[config.mk]
export PLATFORM = sky130hd
export DESIGN_NAME = motor_loop_gains
export DESIGN_NICKNAME = d
export VERILOG_FILES = /design/src/include/motor_gains_pkg.sv /design/src/design/reset_sync.sv /design/src/design/motor_loop_gains.sv
export SDC_FILE = /design/constraint.sdc
export NUM_CORES = 1
export LEC_CHECK = 0
export BUFFER_PORTS_ARGS = -buffer_cell sky130_fd_sc_hd__buf_4
export CELL_PAD_IN_SITES_DETAIL_PLACEMENT = 1
export CELL_PAD_IN_SITES_GLOBAL_PLACEMENT = 1
export CORE_MARGIN = 5
export CORE_UTILIZATION = 30
export CTS_CLUSTER_SIZE = 16
export DETAILED_ROUTE_END_ITERATION = 7
export GPL_ROUTABILITY_DRIVEN = 1
export PLACE_DENSITY = 0.59
export SKIP_LAST_GASP = 1
export SYNTH_ARGS = -nofsm -noshare
export SYNTH_HDL_FRONTEND = slang
export SYNTH_SLANG_ARGS = --single-unit
export TNS_END_PERCENT = 5
[constraint.sdc]
create_clock -name clk -period 16 [get_ports clk]
set_clock_uncertainty 0.1 [all_clocks]
set_input_delay 0 -clock clk [delete_from_list [all_inputs] [get_ports clk]]
set_output_delay 0 -clock clk [all_outputs]
set_load 0.02 [all_outputs]
[src/include/motor_gains_pkg.sv]
/*
  Constants shared by the motor loop gain and drive flag block: object
  indices, subindices, entry counts, presets, flag encodings and widths.
  Assumes a fieldbus stack that passes object accesses as index/subindex.
*/
package motor_gains_pkg;

  localparam int NUM_GAINS = 10;
  localparam int NUM_FLAGS = 3;
  localparam int PWM_W = 12;

  typedef logic [31:0] gain_word_t;
  typedef gain_word_t gain_set_t [NUM_GAINS];
  typedef logic [7:0] flag_t;
  typedef logic [PWM_W-1:0] duty_t;

  localparam logic [15:0] GAIN_SET_INDEX = 16'h3210;
  localparam logic [15:0] FLAG_SET_INDEX = 16'h3212;
  localparam logic [7:0] SUB_COUNT = 8'h00;
  localparam logic [7:0] SUB_FIRST = 8'h01;
  localparam logic [7:0] GAIN_COUNT = 8'h0a;
  localparam logic [7:0] FLAG_COUNT = 8'h03;

  // Entry positions inside the gain set (subindex minus one)
  localparam int G_POS_P = 0;
  localparam int G_POS_I = 1;
  localparam int G_VEL_P = 2;
  localparam int G_VEL_I = 3;
  localparam int G_FLD_P = 4;
  localparam int G_FLD_I = 5;
  localparam int G_TRQ_P = 6;
  localparam int G_TRQ_I = 7;
  localparam int G_OL_P = 8;
  localparam int G_OL_I = 9;

  // Entry positions inside the flag set
  localparam int F_POWER = 0;
  localparam int F_FIELD = 1;
  localparam int F_KEEP = 2;

  localparam gain_set_t GAIN_PRESET = '{
    32'h00000800, 32'h00000000, 32'h00002ee0, 32'h0000001e,
    32'h000668a0, 32'h00002ee0, 32'h000668a0, 32'h00002ee0,
    32'h0003a980, 32'h0000afc8
  };

  localparam flag_t FLAG_PRESET = 8'h00;
  localparam flag_t FLAG_OFF = 8'h00;
  localparam flag_t FLAG_ON = 8'h01;
  localparam flag_t FLAG_NEG = 8'hff;

  localparam duty_t DUTY_HALF = 12'h800;
  localparam duty_t DUTY_RESET = 12'h800;

endpackage

[src/design/reset_sync.sv]
/*
  Two-stage release synchroniser for the active-low reset.
  Assumes reset_n may drop at any time; release is aligned to clk.
*/
`timescale 1ns/100ps
module reset_sync (
  input wire logic clk,
  input wire logic reset_n,
  output logic rstSync_n
);

  logic stage1_q;

  always_ff @(posedge clk or negedge reset_n) begin
    if (!reset_n) begin
      stage1_q <= 1'b0;
      rstSync_n <= 1'b0;
    end else begin
      stage1_q <= 1'b1;
      rstSync_n <= stage1_q;
    end
  end

endmodule // reset_sync

[src/design/motor_loop_gains.sv]
/*
  Loop gain set and drive flag set of a motor drive controller, reached
  through object-dictionary accesses (index, subindex, data), plus the
  standstill PWM select, rotating-field direction and auto setup loading.
  Assumes the fieldbus stack issues one-cycle requests on clk and that
  the power state machine, control loops and setup sequencer sit outside.
  // Function
  // [RULE_01] Position gains: P preset 0x800, I zero
  // [RULE_02] Velocity gains preset 0x2ee0 and 0x1e
  // [RULE_03] Field current gains preset 0x668a0, 0x2ee0
  // [RULE_04] Torque current gains preset 0x668a0, 0x2ee0
  // [RULE_05] Separate open-loop current gains 0x3a980, 0xafc8
  // [RULE_06] Power flag 0: half duty when on
  // [RULE_07] Power flag 1: controller drives PWM
  // [RULE_08] Field override: 0 default, 1 positive, -1 negative
  // [RULE_09] Field override applies only after restart
  // [RULE_10] Keep flag 0: setup loads motor-type gains
  // [RULE_11] Keep flag 1: setup leaves gains untouched
  // [RULE_12] Counts read ten and three; flags preset zero
  // [RULE_13] Open loop uses only current controller
  // [RULE_14] Count entries refuse writes, read fixed
  // [RULE_15] Reset loads every preset before use
*/
`timescale 1ns/100ps
module motor_loop_gains #(
  // Preset sets loaded by auto setup; plain defaults equal to the presets
  parameter motor_gains_pkg::gain_set_t STEPPER_GAINS = motor_gains_pkg::GAIN_PRESET,
  parameter motor_gains_pkg::gain_set_t BLDC_GAINS = motor_gains_pkg::GAIN_PRESET
) (
  input wire logic clk,
  input wire logic reset_n,
  input wire logic odReq,
  input wire logic odWrite,
  input wire logic [15:0] odIndex,
  input wire logic [7:0] odSubindex,
  input wire logic [31:0] odWdata,
  output logic odAck,
  output logic odAbort,
  output logic [31:0] odRdata,
  input wire logic powerSwitchedOn,
  input wire logic [motor_gains_pkg::PWM_W-1:0] controllerDuty,
  output logic [motor_gains_pkg::PWM_W-1:0] pwmDuty,
  input wire logic controllerRestart,
  output logic fieldForced,
  output logic fieldInvert,
  output logic setupPending,
  input wire logic autoSetupStart,
  input wire logic motorIsStepperPin,
  output logic autoSetupDone,
  input wire logic openLoop,
  output logic currentLoopOnly,
  output logic [31:0] posPropGain,
  output logic [31:0] posIntGain,
  output logic [31:0] velPropGain,
  output logic [31:0] velIntGain,
  output logic [31:0] field_current_prop_gain,
  output logic [31:0] field_current_integral_gain,
  output logic [31:0] torque_current_prop_gain,
  output logic [31:0] torque_current_integral_gain,
  output logic [31:0] openloopPropGain,
  output logic [31:0] openloopIntGain
);

  logic rstN;
  motor_gains_pkg::gain_word_t gain_q [motor_gains_pkg::NUM_GAINS];
  motor_gains_pkg::flag_t flag_q [motor_gains_pkg::NUM_FLAGS];
  logic [2:0] typeSync_q;
  logic motorStepper_q;

  reset_sync u_reset_sync (
    .clk(clk),
    .reset_n(reset_n),
    .rstSync_n(rstN)
  );

  function automatic logic subInRange(input logic [7:0] sub, input logic [7:0] last);
    subInRange = (sub >= motor_gains_pkg::SUB_FIRST) && (sub <= last);
  endfunction

  // Object decode
  wire gainObj = (odIndex == motor_gains_pkg::GAIN_SET_INDEX);
  wire flagObj = (odIndex == motor_gains_pkg::FLAG_SET_INDEX);
  wire countSub = (odSubindex == motor_gains_pkg::SUB_COUNT);
  wire gainEntry = gainObj && subInRange(odSubindex, motor_gains_pkg::GAIN_COUNT);
  wire flagEntry = flagObj && subInRange(odSubindex, motor_gains_pkg::FLAG_COUNT);
  wire known = ((gainObj || flagObj) && countSub) || gainEntry || flagEntry;
  wire [7:0] entryIdx = odSubindex - motor_gains_pkg::SUB_FIRST;
  wire gainWr = odReq && odWrite && gainEntry;
  wire flagWr = odReq && odWrite && flagEntry;
  // [RULE_14] refuse count writes
  wire abortNow = odReq && (!known || (odWrite && countSub));

  wire [31:0] gainRd = gain_q[entryIdx[3:0]];
  wire [31:0] flagRd = {{24{flag_q[entryIdx[1:0]][7]}}, flag_q[entryIdx[1:0]]};
  // [RULE_12] fixed entry counts
  wire [31:0] countRd = gainObj ? {24'h000000, motor_gains_pkg::GAIN_COUNT}
                                : {24'h000000, motor_gains_pkg::FLAG_COUNT};
  wire [31:0] readMux = countSub ? countRd : (gainEntry ? gainRd : flagRd);

  // Pin synchroniser: the first stage is only read by the second
  wire typeAgree = (typeSync_q[1] == typeSync_q[2]);
  wire motorStepperNext = typeAgree ? typeSync_q[2] : motorStepper_q;

  // Setup load wins over a same-cycle fieldbus write so a set is never mixed
  wire keepGains = (flag_q[motor_gains_pkg::F_KEEP] == motor_gains_pkg::FLAG_ON);
  // [RULE_10] motor-type set load
  wire setupLoad = autoSetupStart && !keepGains;

  // [RULE_06] half duty when switched on
  wire legacyPower = (flag_q[motor_gains_pkg::F_POWER] == motor_gains_pkg::FLAG_ON);
  wire [motor_gains_pkg::PWM_W-1:0] dutyNext =
    (powerSwitchedOn && !legacyPower) ? motor_gains_pkg::DUTY_HALF : controllerDuty;

  // [RULE_08] direction decode
  wire [7:0] fieldReq = flag_q[motor_gains_pkg::F_FIELD];
  wire forceNext = (fieldReq == motor_gains_pkg::FLAG_ON) ||
                   (fieldReq == motor_gains_pkg::FLAG_NEG);
  wire invertNext = (fieldReq == motor_gains_pkg::FLAG_NEG);

  // [RULE_15] presets on reset
  always_ff @(posedge clk or negedge rstN) begin
    if (!rstN) begin
      for (int i = 0; i < motor_gains_pkg::NUM_GAINS; i++) begin
        gain_q[i] <= motor_gains_pkg::GAIN_PRESET[i];
      end
    end else begin
      for (int i = 0; i < motor_gains_pkg::NUM_GAINS; i++) begin
        if (setupLoad) begin
          gain_q[i] <= motorStepper_q ? STEPPER_GAINS[i] : BLDC_GAINS[i];
        end else if (gainWr && (entryIdx[3:0] == 4'(i))) begin
          gain_q[i] <= odWdata;
        end
      end
    end
  end

  // [RULE_12] flags preset zero
  always_ff @(posedge clk or negedge rstN) begin
    if (!rstN) begin
      for (int i = 0; i < motor_gains_pkg::NUM_FLAGS; i++) begin
        flag_q[i] <= motor_gains_pkg::FLAG_PRESET;
      end
    end else begin
      for (int i = 0; i < motor_gains_pkg::NUM_FLAGS; i++) begin
        if (flagWr && (entryIdx[1:0] == 2'(i))) begin
          flag_q[i] <= odWdata[7:0];
        end
      end
    end
  end

  always_ff @(posedge clk or negedge rstN) begin
    if (!rstN) begin
      odAck <= 1'b0;
      odAbort <= 1'b0;
      odRdata <= 32'h00000000;
    end else begin
      odAck <= odReq && !abortNow;
      odAbort <= abortNow;
      odRdata <= (odReq && !odWrite && known) ? readMux : 32'h00000000;
    end
  end

  always_ff @(posedge clk or negedge rstN) begin
    if (!rstN) begin
      typeSync_q <= 3'h0;
      motorStepper_q <= 1'b0;
    end else begin
      typeSync_q <= {typeSync_q[1:0], motorIsStepperPin};
      motorStepper_q <= motorStepperNext;
    end
  end

  // [RULE_07] controller duty passes
  always_ff @(posedge clk or negedge rstN) begin
    if (!rstN) begin
      pwmDuty <= motor_gains_pkg::DUTY_RESET;
    end else begin
      pwmDuty <= dutyNext;
    end
  end

  // [RULE_09] direction latched at restart
  always_ff @(posedge clk or negedge rstN) begin
    if (!rstN) begin
      fieldForced <= 1'b0;
      fieldInvert <= 1'b0;
      setupPending <= 1'b0;
    end else begin
      if (controllerRestart) begin
        fieldForced <= forceNext;
        fieldInvert <= invertNext;
      end
      // A restart in the same cycle as setup start leaves setup owed
      setupPending <= controllerRestart || (setupPending && !autoSetupStart);
    end
  end

  // [RULE_13] open loop current only
  always_ff @(posedge clk or negedge rstN) begin
    if (!rstN) begin
      autoSetupDone <= 1'b0;
      currentLoopOnly <= 1'b0;
    end else begin
      autoSetupDone <= autoSetupStart;
      currentLoopOnly <= openLoop;
    end
  end

  // [RULE_01] position gains
  assign posPropGain = gain_q[motor_gains_pkg::G_POS_P];
  assign posIntGain = gain_q[motor_gains_pkg::G_POS_I];
  // [RULE_02] velocity gains
  assign velPropGain = gain_q[motor_gains_pkg::G_VEL_P];
  assign velIntGain = gain_q[motor_gains_pkg::G_VEL_I];
  // [RULE_03] field current gains
  assign field_current_prop_gain = gain_q[motor_gains_pkg::G_FLD_P];
  assign field_current_integral_gain = gain_q[motor_gains_pkg::G_FLD_I];
  // [RULE_04] torque current gains
  assign torque_current_prop_gain = gain_q[motor_gains_pkg::G_TRQ_P];
  assign torque_current_integral_gain = gain_q[motor_gains_pkg::G_TRQ_I];
  // [RULE_05] open-loop current gains
  assign openloopPropGain = gain_q[motor_gains_pkg::G_OL_P];
  assign openloopIntGain = gain_q[motor_gains_pkg::G_OL_I];

  property p_preset_after_reset;
    @(posedge clk) $rose(rstN) |->
      (posPropGain == 32'h00000800) && (posIntGain == 32'h00000000) &&
      (velPropGain == 32'h00002ee0) && (velIntGain == 32'h0000001e) &&
      (field_current_prop_gain == 32'h000668a0) &&
      (torque_current_integral_gain == 32'h00002ee0) &&
      (openloopPropGain == 32'h0003a980) && (openloopIntGain == 32'h0000afc8);
  endproperty
  a_preset_after_reset: assert property (p_preset_after_reset) // [RULE_15]
    else $error("gain preset missing after reset");

  property p_pos_write;
    @(posedge clk) disable iff (!rstN)
      (odReq && odWrite && gainObj && (odSubindex == 8'h01) && !autoSetupStart)
      |=> (posPropGain == $past(odWdata)) && odAck;
  endproperty
  a_pos_write: assert property (p_pos_write) // [RULE_01]
    else $error("position gain write not stored");

  property p_count_read;
    @(posedge clk) disable iff (!rstN)
      (odReq && !odWrite && countSub && (gainObj || flagObj))
      |=> odRdata == (($past(gainObj)) ? 32'h0000000a : 32'h00000003);
  endproperty
  a_count_read: assert property (p_count_read) // [RULE_12]
    else $error("entry count read wrong");

  property p_count_write_refused;
    @(posedge clk) disable iff (!rstN)
      (odReq && odWrite && countSub && gainObj) |=> odAbort && !odAck;
  endproperty
  a_count_write_refused: assert property (p_count_write_refused) // [RULE_14]
    else $error("count write not refused");

  property p_half_duty;
    @(posedge clk) disable iff (!rstN)
      (powerSwitchedOn && (flag_q[motor_gains_pkg::F_POWER] == 8'h00))
      |=> pwmDuty == 12'h800;
  endproperty
  a_half_duty: assert property (p_half_duty) // [RULE_06]
    else $error("duty not held at half");

  property p_ctrl_duty;
    @(posedge clk) disable iff (!rstN)
      (powerSwitchedOn && (flag_q[motor_gains_pkg::F_POWER] == 8'h01))
      |=> pwmDuty == $past(controllerDuty);
  endproperty
  a_ctrl_duty: assert property (p_ctrl_duty) // [RULE_07]
    else $error("controller duty not passed");

  property p_field_negative;
    @(posedge clk) disable iff (!rstN)
      (controllerRestart && (fieldReq == 8'hff)) |=> fieldForced && fieldInvert;
  endproperty
  a_field_negative: assert property (p_field_negative) // [RULE_08]
    else $error("inverted field not forced");

  property p_field_waits_restart;
    @(posedge clk) disable iff (!rstN)
      !controllerRestart |=> $stable(fieldInvert) && $stable(fieldForced);
  endproperty
  a_field_waits_restart: assert property (p_field_waits_restart) // [RULE_09]
    else $error("field direction changed without restart");

  property p_setup_load;
    @(posedge clk) disable iff (!rstN)
      (autoSetupStart && !keepGains && motorStepper_q)
      |=> (velPropGain == STEPPER_GAINS[motor_gains_pkg::G_VEL_P]) && autoSetupDone;
  endproperty
  a_setup_load: assert property (p_setup_load) // [RULE_10]
    else $error("stepper gain set not loaded");

  property p_setup_keep;
    @(posedge clk) disable iff (!rstN)
      (autoSetupStart && keepGains && !odReq)
      |=> (velPropGain == $past(velPropGain)) && (openloopIntGain == $past(openloopIntGain));
  endproperty
  a_setup_keep: assert property (p_setup_keep) // [RULE_11]
    else $error("kept gains modified by setup");

  property p_open_loop;
    @(posedge clk) disable iff (!rstN)
      openLoop[*2] |-> currentLoopOnly;
  endproperty
  a_open_loop: assert property (p_open_loop) // [RULE_13]
    else $error("open loop not flagged");

endmodule // motor_loop_gains

==> results of run 1 <==
Yosys cell counts (all sizes together) (2+ instances only):
cell and n:
nand2 728, dfrtp 340, a21oi 278, clkbuf 114, buf 72, nand3 67
mux4 63, mux2 62, dfstp 57, nor2 35, a221oi 28, and2 15
nand4 13, and4 10, o21ai 9, mux2i 8, nor4 7, a31oi 6
nand2b 6, ha 5, inv 5, a211oi 4, a21o 4, or4b 4
nor3 3, xor2 3, a21boi 2, a22oi 2, and3 2, nor2b 2
o211ai 2, o21a 2, o31ai 2
cell families after synthesis:
| family | after synthesis | synth area share (%) |
|---|---|---|
| AOI/OAI and AO/OA | 342 | 10.0 |
| xor gates and xnor gates | 4 | 0.187 |
| adders and majority gates | 5 | 0.333 |
| buffers and inverters | 191 | 4.68 |
| DFF | 397 | 53.3 |
| muxes | 133 | 11.7 |
| other | 1 | 0.0200 |
| and+or+nand+nor | 896 | 19.8 |
routing by layer:
| layer | track usage [%] | vias up |
|---|---|---|
| met5 | 0 | - |
| met4 | 7.04 | 0 |
| met3 | 7.03 | 115 |
| met2 | 38.7 | 497 |
| met1 | 34.0 | 8773 |
| li1 | - | 7461 |
worst paths after layout:
path / startpoint / to / slack (ns) / cells after the start
setup / recovery: odSubindex[0] / odRdata[0] / 11.97 / 10
hold / removal: controllerDuty[8] / pwmDuty[8] / 0.07 / 3
setup reg to reg: u_reset_sync.rstSync_n / openloopIntGain[23] / 12.36 / 3
hold reg to reg: u_reset_sync.stage1_q / u_reset_sync.rstSync_n / 0.24 / 0
max in group asynchronous: u_reset_sync.rstSync_n / openloopIntGain[23] / 12.36 / 3
min in group asynchronous: reset_n / u_reset_sync.rstSync_n / 0.19 / 3
power by group through the flow:
stage	Clock [mW]	Combinational [mW]	Sequential [mW]
final	1.13	0.164	1.01
after global routing	1.20	0.175	1.01
after CTS	1.15	0.165	1.01
after detailed placement	0	0.152	1.03
after global placement	0	0.149	1.03
after floorplan	0	0.0669	1.04
repair_timing:
action,4_1_cts,5_1_grt
hold buffers,69,0
setup buffers,0,0
hold endpoints to repair,377,0
area by class of cell:
cell class                 count  area [um2]  area share, %
inverter                       5        18.8         0.0752
timing repair buffer         551        4310           17.3
clock buffer                  81        1540           6.16
tap                          837        1050           4.19
clock inverter                11        90.1          0.361
multi-input combinational   1381        7950           31.8
sequential                   397       10000           40.1
critical path: stages:
cell	delay [ns]
dlygate4sd3_1	0.55
buf_6	0.40
inv_1	0.26
ha_4	0.66
buf_4	0.78
nor2b_1	0.57
a21oi_1	0.14
a22oi_1	0.25
o211a_1	0.17
dlygate4sd3_1	0.54
through the flow:
stage	worst slack [ns]	util, %
final	11.97	40.4
after global routing	11.75	40.4
after CTS	11.97	40.4
after detailed placement	11.98	36.6
after global placement	12.08	36.6
after floorplan	4.12	-
==> reports/results.txt, run 1 <==
CP Class = in2reg
Diode count = 0
Post-Syn Area per Cell = 9.54 um2
Netlist Area Pre-Place = 18800 um2
Post-route cell area = 25000 um2
CTS Buffer Depth = 3
Synth warn = 0
Number of global-route vias before repair = 18063
Power Density = 92.1 nW/um2
Yosys cell types = 50
Switch Pwr = 0.573 mW
EDFF count, synth = 0
Port Buffers = 446
Placement Cell Area = 22600 um2
Post-synthesis sequential area ratio = 53.3%
Detail Route Antenna Nets = 0
Sw frac = 24.9%
Max Used Layer = met4
Routability Congestion = 0.856
Root Driver = clkbuf_16
Largest cells by area after synthesis = dfrtp_1 (45%), nand2_1 (15%), dfstp_2 (8.0%)
Final setup vio count = 0
Io pins = 448
Min cycle time layout = 4.03 ns
DR iter-0 viols = 1194
Async S/R FF share, synth = 100%
Seq cells post-synth = 397
Most frequent cells in the layout = nand2_1 (727), buf_4 (481), dfrtp_1 (339)
Max-cap violation count = 0
CTS tree = yes
H-Tree Level Count = 2
Avg WL per Cell = 26.5 um
# clock sinks = 397
Critical path peak fanout = 55
Area Growth Syn to Fin = 33.0%
Cells after Synth = 1969
Final Hold Viols = 0
Post-Syn Nets = 2051
Routed metal-1 wire length = 38200 um
Die Width = 260 um
Vias/cell = 5.16
Int Pwr = 1.73 mW
Setup crit end kind = flop
Via count = 16846
Num CTS Buffers = 49
Nets = 2467
P_leak = 11.4 nW
Grt total ovfl = 0
Fraction of the cycle the final worst path needs = 25.2%
Effective utilization at floorplan = 30.4%
Placed cell count = 3102
Met2 WL = 39400 um
Outcome = complete, no violations
Slew HR = 13.9%
Largest net degree at the start of global routing = 92
Post-cts sizing count = 0
CP arrival = 4.46 ns
First-pass GRT wire length = 126000 um
Die ar. = 67700 um2
Initial antenna violation count = 1
Worst Path Required = 16.43 ns
Yosys top cell by area = dfrtp_1
VDD IR-drop max = 0.0000713 V
Slew at the pin with the worst max-slew slack = 1.28 ns
Clock Latency Late Sink = 0.59 ns
Comb power frac = 7.1%
RSZ-0062 raised after global routing = false
All-Layer GR Usage = 24.8%
Register share of total power = 43.9%
Metal3 WL = 6290 um
Post-Layout Cell Count = 3263
F_max = 248 MHz
Layout cells sized above 1 = 31.3%
Reg clk slew, reported paths = 0.06 ns
Total Routed Length = 86500 um
Most common cell after layout, fill and taps aside = nand2_1
Synth top area share = 45.3%
Worst Hold Class = in2reg
Residual DRC = 0
Fillcell total = 6991
Router iterations before antenna repair = 5
Die span in y = 260 um
Dominant register cell in the synthesized netlist = dfrtp_1
Worst hold margin = 0.0657 ns
Max Slew Vio Count = 0
Type of origin of the critical path = primary input
Setup Total Neg Slack = 0 ns
Row count = 91
Clk network pwr share = 48.9%
Core area = 61800 um2
Pwr Total = 2.30 mW
Detailed placement HPWL = 59100 um
No activity file was read; power rests on OpenSTA's default activity.
==> run 2: changes to the inputs <==
--- a/config.mk
+++ b/config.mk
@@ -5,6 +5,7 @@
 export SDC_FILE = /design/constraint.sdc
 export NUM_CORES = 1
 export LEC_CHECK = 0
+export ABC_AREA = 1
 export BUFFER_PORTS_ARGS = -buffer_cell sky130_fd_sc_hd__buf_4
 export CELL_PAD_IN_SITES_DETAIL_PLACEMENT = 1
 export CELL_PAD_IN_SITES_GLOBAL_PLACEMENT = 1
@@ -13,7 +14,7 @@
 export CTS_CLUSTER_SIZE = 16
 export DETAILED_ROUTE_END_ITERATION = 7
 export GPL_ROUTABILITY_DRIVEN = 1
-export PLACE_DENSITY = 0.59
+export PLACE_DENSITY = 0.64
 export SKIP_LAST_GASP = 1
 export SYNTH_ARGS = -nofsm -noshare
 export SYNTH_HDL_FRONTEND = slang
==> constraint.sdc (replaced) <==
create_clock -name clk -period 3.25 [get_ports clk]
set_clock_uncertainty 0.1 [all_clocks]
set_input_delay 0 -clock clk [delete_from_list [all_inputs] [get_ports clk]]
set_output_delay 0 -clock clk [all_outputs]
set_load 0.02 [all_outputs]
==> run 2 against run 1 <==
Cell count grew 21%. Sequential power grew to 5.6 times the previous value. Via count grew 22%.
==> reports/results.txt, run 2 <==
Vias/cell = 5.19 (was 5.16)
Die span in y = 265 um (was 260 um)
Number of global-route vias before repair = 21460 (was 18063)
CP arrival = 3.56 ns (was 4.46 ns)
Placement Cell Area = 24000 um2 (was 22600 um2)
Worst Path Required = 3.58 ns (was 16.43 ns)
Max-cap violation count = 0 (unchanged)
Worst hold margin = 0.0595 ns (was 0.0657 ns)
Setup Total Neg Slack = 0 ns (unchanged)
First-pass GRT wire length = 143000 um (was 126000 um)
Root Driver = clkbuf_16 (unchanged)
Port Buffers = 446 (unchanged)
Setup crit end kind = flop (unchanged)
Type of origin of the critical path = primary input (unchanged)
Delay-heaviest family, CP = buffers and inverters (unchanged)
Row count = 93 (was 91)
Most common cell after layout, fill and taps aside = nand2_1 (unchanged)
Reg clk slew, reported paths = 0.06 ns (about the same)
Synth top area share = 43.5% (was 45.3%)
Cells after Synth = 2580 (was 1969)
Routability Congestion = 0.846 (was 0.856)
Outcome = complete, no violations (unchanged)
Io pins = 448 (unchanged)
Most frequent cells in the layout = nand2_1 (1089), buf_4 (488), nand3_1 (439) (was nand2_1 (727), buf_4 (481), dfrtp_1 (339))
Placed cell count = 3771 (was 3102)
Clock Latency Late Sink = 0.59 ns (about the same)
Async S/R FF share, synth = 100% (unchanged)
F_max = 310 MHz
Synth warn = 0 (unchanged)
Core Util, Final = 41.1% (was 40.4%)
Dominant register cell in the synthesized netlist = dfrtp_1 (unchanged)
Setup ws final = 0.0276 ns (was 11.97 ns)
Area Growth Syn to Fin = 35.7% (was 33.0%)
Post-synthesis sequential area ratio = 51.1% (was 53.3%)
Yosys cell types = 35 (was 50)
Detailed placement HPWL = 62500 um (was 59100 um)
Yosys top cell by area = dfrtp_1 (unchanged)
Critical path peak fanout = 14 (was 55)
Grt total ovfl = 0 (unchanged)
H-Tree Level Count = 2 (unchanged)
CP Class = in2reg (unchanged)
Avg WL per Cell = 24.5 um (was 26.5 um)
CTS Buffer Depth = 3 (unchanged)
Buf/Inv on CP = 4 (was 5)
Num CTS Buffers = 50 (was 49)
Die ar. = 70500 um2 (was 67700 um2)
List of most frequent post-synthesis cells = nand2_1 (1090), nand3_1 (439), dfrtp_1 (340) (was nand2_1 (728), dfrtp_1 (340), a21oi_1 (278))
Power Density = 522 nW/um2 (was 92.1 nW/um2)
Post-route cell area = 26600 um2 (was 25000 um2)
Die Width = 265 um (was 260 um)
Nets = 3143 (was 2467)
Pwr Total = 13.9 mW (was 2.30 mW)
Setup repair bufs after CTS = 0 (unchanged)
Pre-CTS setup slack = 0.499 ns (was 11.98 ns)
Layout cells sized above 1 = 22.3% (was 31.3%)
CTS tree = yes (unchanged)
CP max-delay cell = nor2_1 (was buf_4)
VDD IR-drop max = 0.000380 V (was 0.0000713 V)
Router iterations before antenna repair = 5 (unchanged)
R2R Setup Slk = 0.40 ns (was 12.36 ns)
Seq cells post-synth = 397 (unchanged)
Slowest Stage Delay on Critical Path = 0.76 ns (was 0.78 ns)
Worst Hold Class = in2reg (unchanged)
Total Routed Length = 97000 um (was 86500 um)
Final Hold Viols = 0 (unchanged)
Fraction of the cycle the final worst path needs = 99.2%
Largest cells by area after synthesis = dfrtp_1 (43%), nand2_1 (21%), nand3_1 (11%) (was dfrtp_1 (45%), nand2_1 (15%), dfstp_2 (8.0%))
P_leak = 14.3 nW (was 11.4 nW)
Slew at the pin with the worst max-slew slack = 1.10 ns (was 1.28 ns)
Initial antenna violation count = 2 (was 1)
Core area = 64600 um2 (was 61800 um2)
Final setup vio count = 0 (unchanged)
Netlist Area Pre-Place = 19600 um2 (was 18800 um2)
Slew HR = 26.8% (was 13.9%)
Post-Syn Nets = 2662 (was 2051)
All-Layer GR Usage = 26.5% (was 24.8%)
EDFF count, synth = 0 (unchanged)
Post-Syn Area per Cell = 7.59 um2 (was 9.54 um2)
Max Slew Vio Count = 0 (unchanged)
Largest net degree at the start of global routing = 174 (was 92)
Post-Layout Cell Count = 3957 (was 3263)
Effective utilization at floorplan = 30.3% (was 30.4%)
Critical path, cell by cell = dlygate4sd3_1 > buf_4 > nor2_1 > dlygate4sd3_1 > nand3_1 > dlygate4sd3_1 > nor2_1 > nand3_1 > nor2_1 > o21ai_0 (was dlygate4sd3_1 > buf_6 > inv_1 > ha_4 > buf_4 > nor2b_1 > a21oi_1 > a22oi_1 > o211a_1 > dlygate4sd3_1)
Detail Route Antenna Nets = 0 (unchanged)
Residual DRC = 0 (unchanged)
DR iter-0 viols = 1610 (was 1194)
Min cycle time layout = 3.22 ns
Cell with the most instances after synthesis = nand2_1 (unchanged)
Via count = 20540 (was 16846)
# clock sinks = 397 (unchanged)
RSZ-0062 raised after global routing = true (was false)
## run 2: changes by cell type after synthesis, sizes merged, moves of 28 or more
cell | before | now
o21ai | 9 | 90
mux2 | 62 | 0
mux4 | 63 | 0
a221oi | 28 | 0
inv | 5 | 124
nor2 | 35 | 116
nand3 | 67 | 449
nand2 | 728 | 1100
a21oi | 278 | 70
## run 2: layer usage
metal	global-route usage [%]	wire, um	vias up
li1	-	-	9197
met1	34.9	40500	10386
met2	43.9	46000	776
met3	5.20	6880	181
met4	8.92	3590	0
met5	0	0	-
## run 2: cells by family after synthesis
group / Yosys count / synth area share, %
AO/OA/AOI/OAI: 172 / 4.55
XOR/XNOR: 1 / 0.0831
adder cells (fa/ha/maj): 5 / 0.320
buffers and inverters: 295 / 6.28
flip-flops: 397 / 51.1
multiplexers: 28 / 1.43
other: 1 / 0.0192
AND/OR/NAND/NOR: 1681 / 36.2
## run 2: worst paths after layout
path | start | endpoint | cells after the start
max | odIndex[7] | fieldReq[1] | 10
min | powerSwitchedOn | pwmDuty[9] | 4
max reg2reg | flag_q[4] | field_current_prop_gain[5] | 7
min reg2reg | u_reset_sync.stage1_q | u_reset_sync.rstSync_n | 0
max in group asynchronous | u_reset_sync.rstSync_n | torque_current_integral_gain[26] | 1
min in group asynchronous | reset_n | u_reset_sync.rstSync_n | 3
## run 2: cell type report
class                      instances  area, um2
fill                            7787      38000
inverter                         124        479
clock buffer                      73       1500
antenna                            1       2.50
multi-input combinational       1888       8370
tap                              855       1070
sequential                       397      10000
timing repair buffer             600       4970
clock inverter                    19        155
## run 2: worst min-delay path: stages
cell and delay (ns):
buf_4 0.08, o21ai_0 0.18, inv_1 0.32, nor2_1 0.11
## run 2: report_power, final
| group | internal, mW | switching, mW | total (mW) |
|---|---|---|---|
| Combinational | 0.918 | 1.66 | 2.58 |
| Sequential | 5.30 | 0.363 | 5.66 |
| Clock | 3.35 | 2.28 | 5.63 |
## run 2: what timing repair did
action                                  4_1_cts  5_1_grt
resized for setup                             0        1
hold buffers                                 93        0
endpoints found under the setup margin        0       19
hold endpoints to repair                    385        0
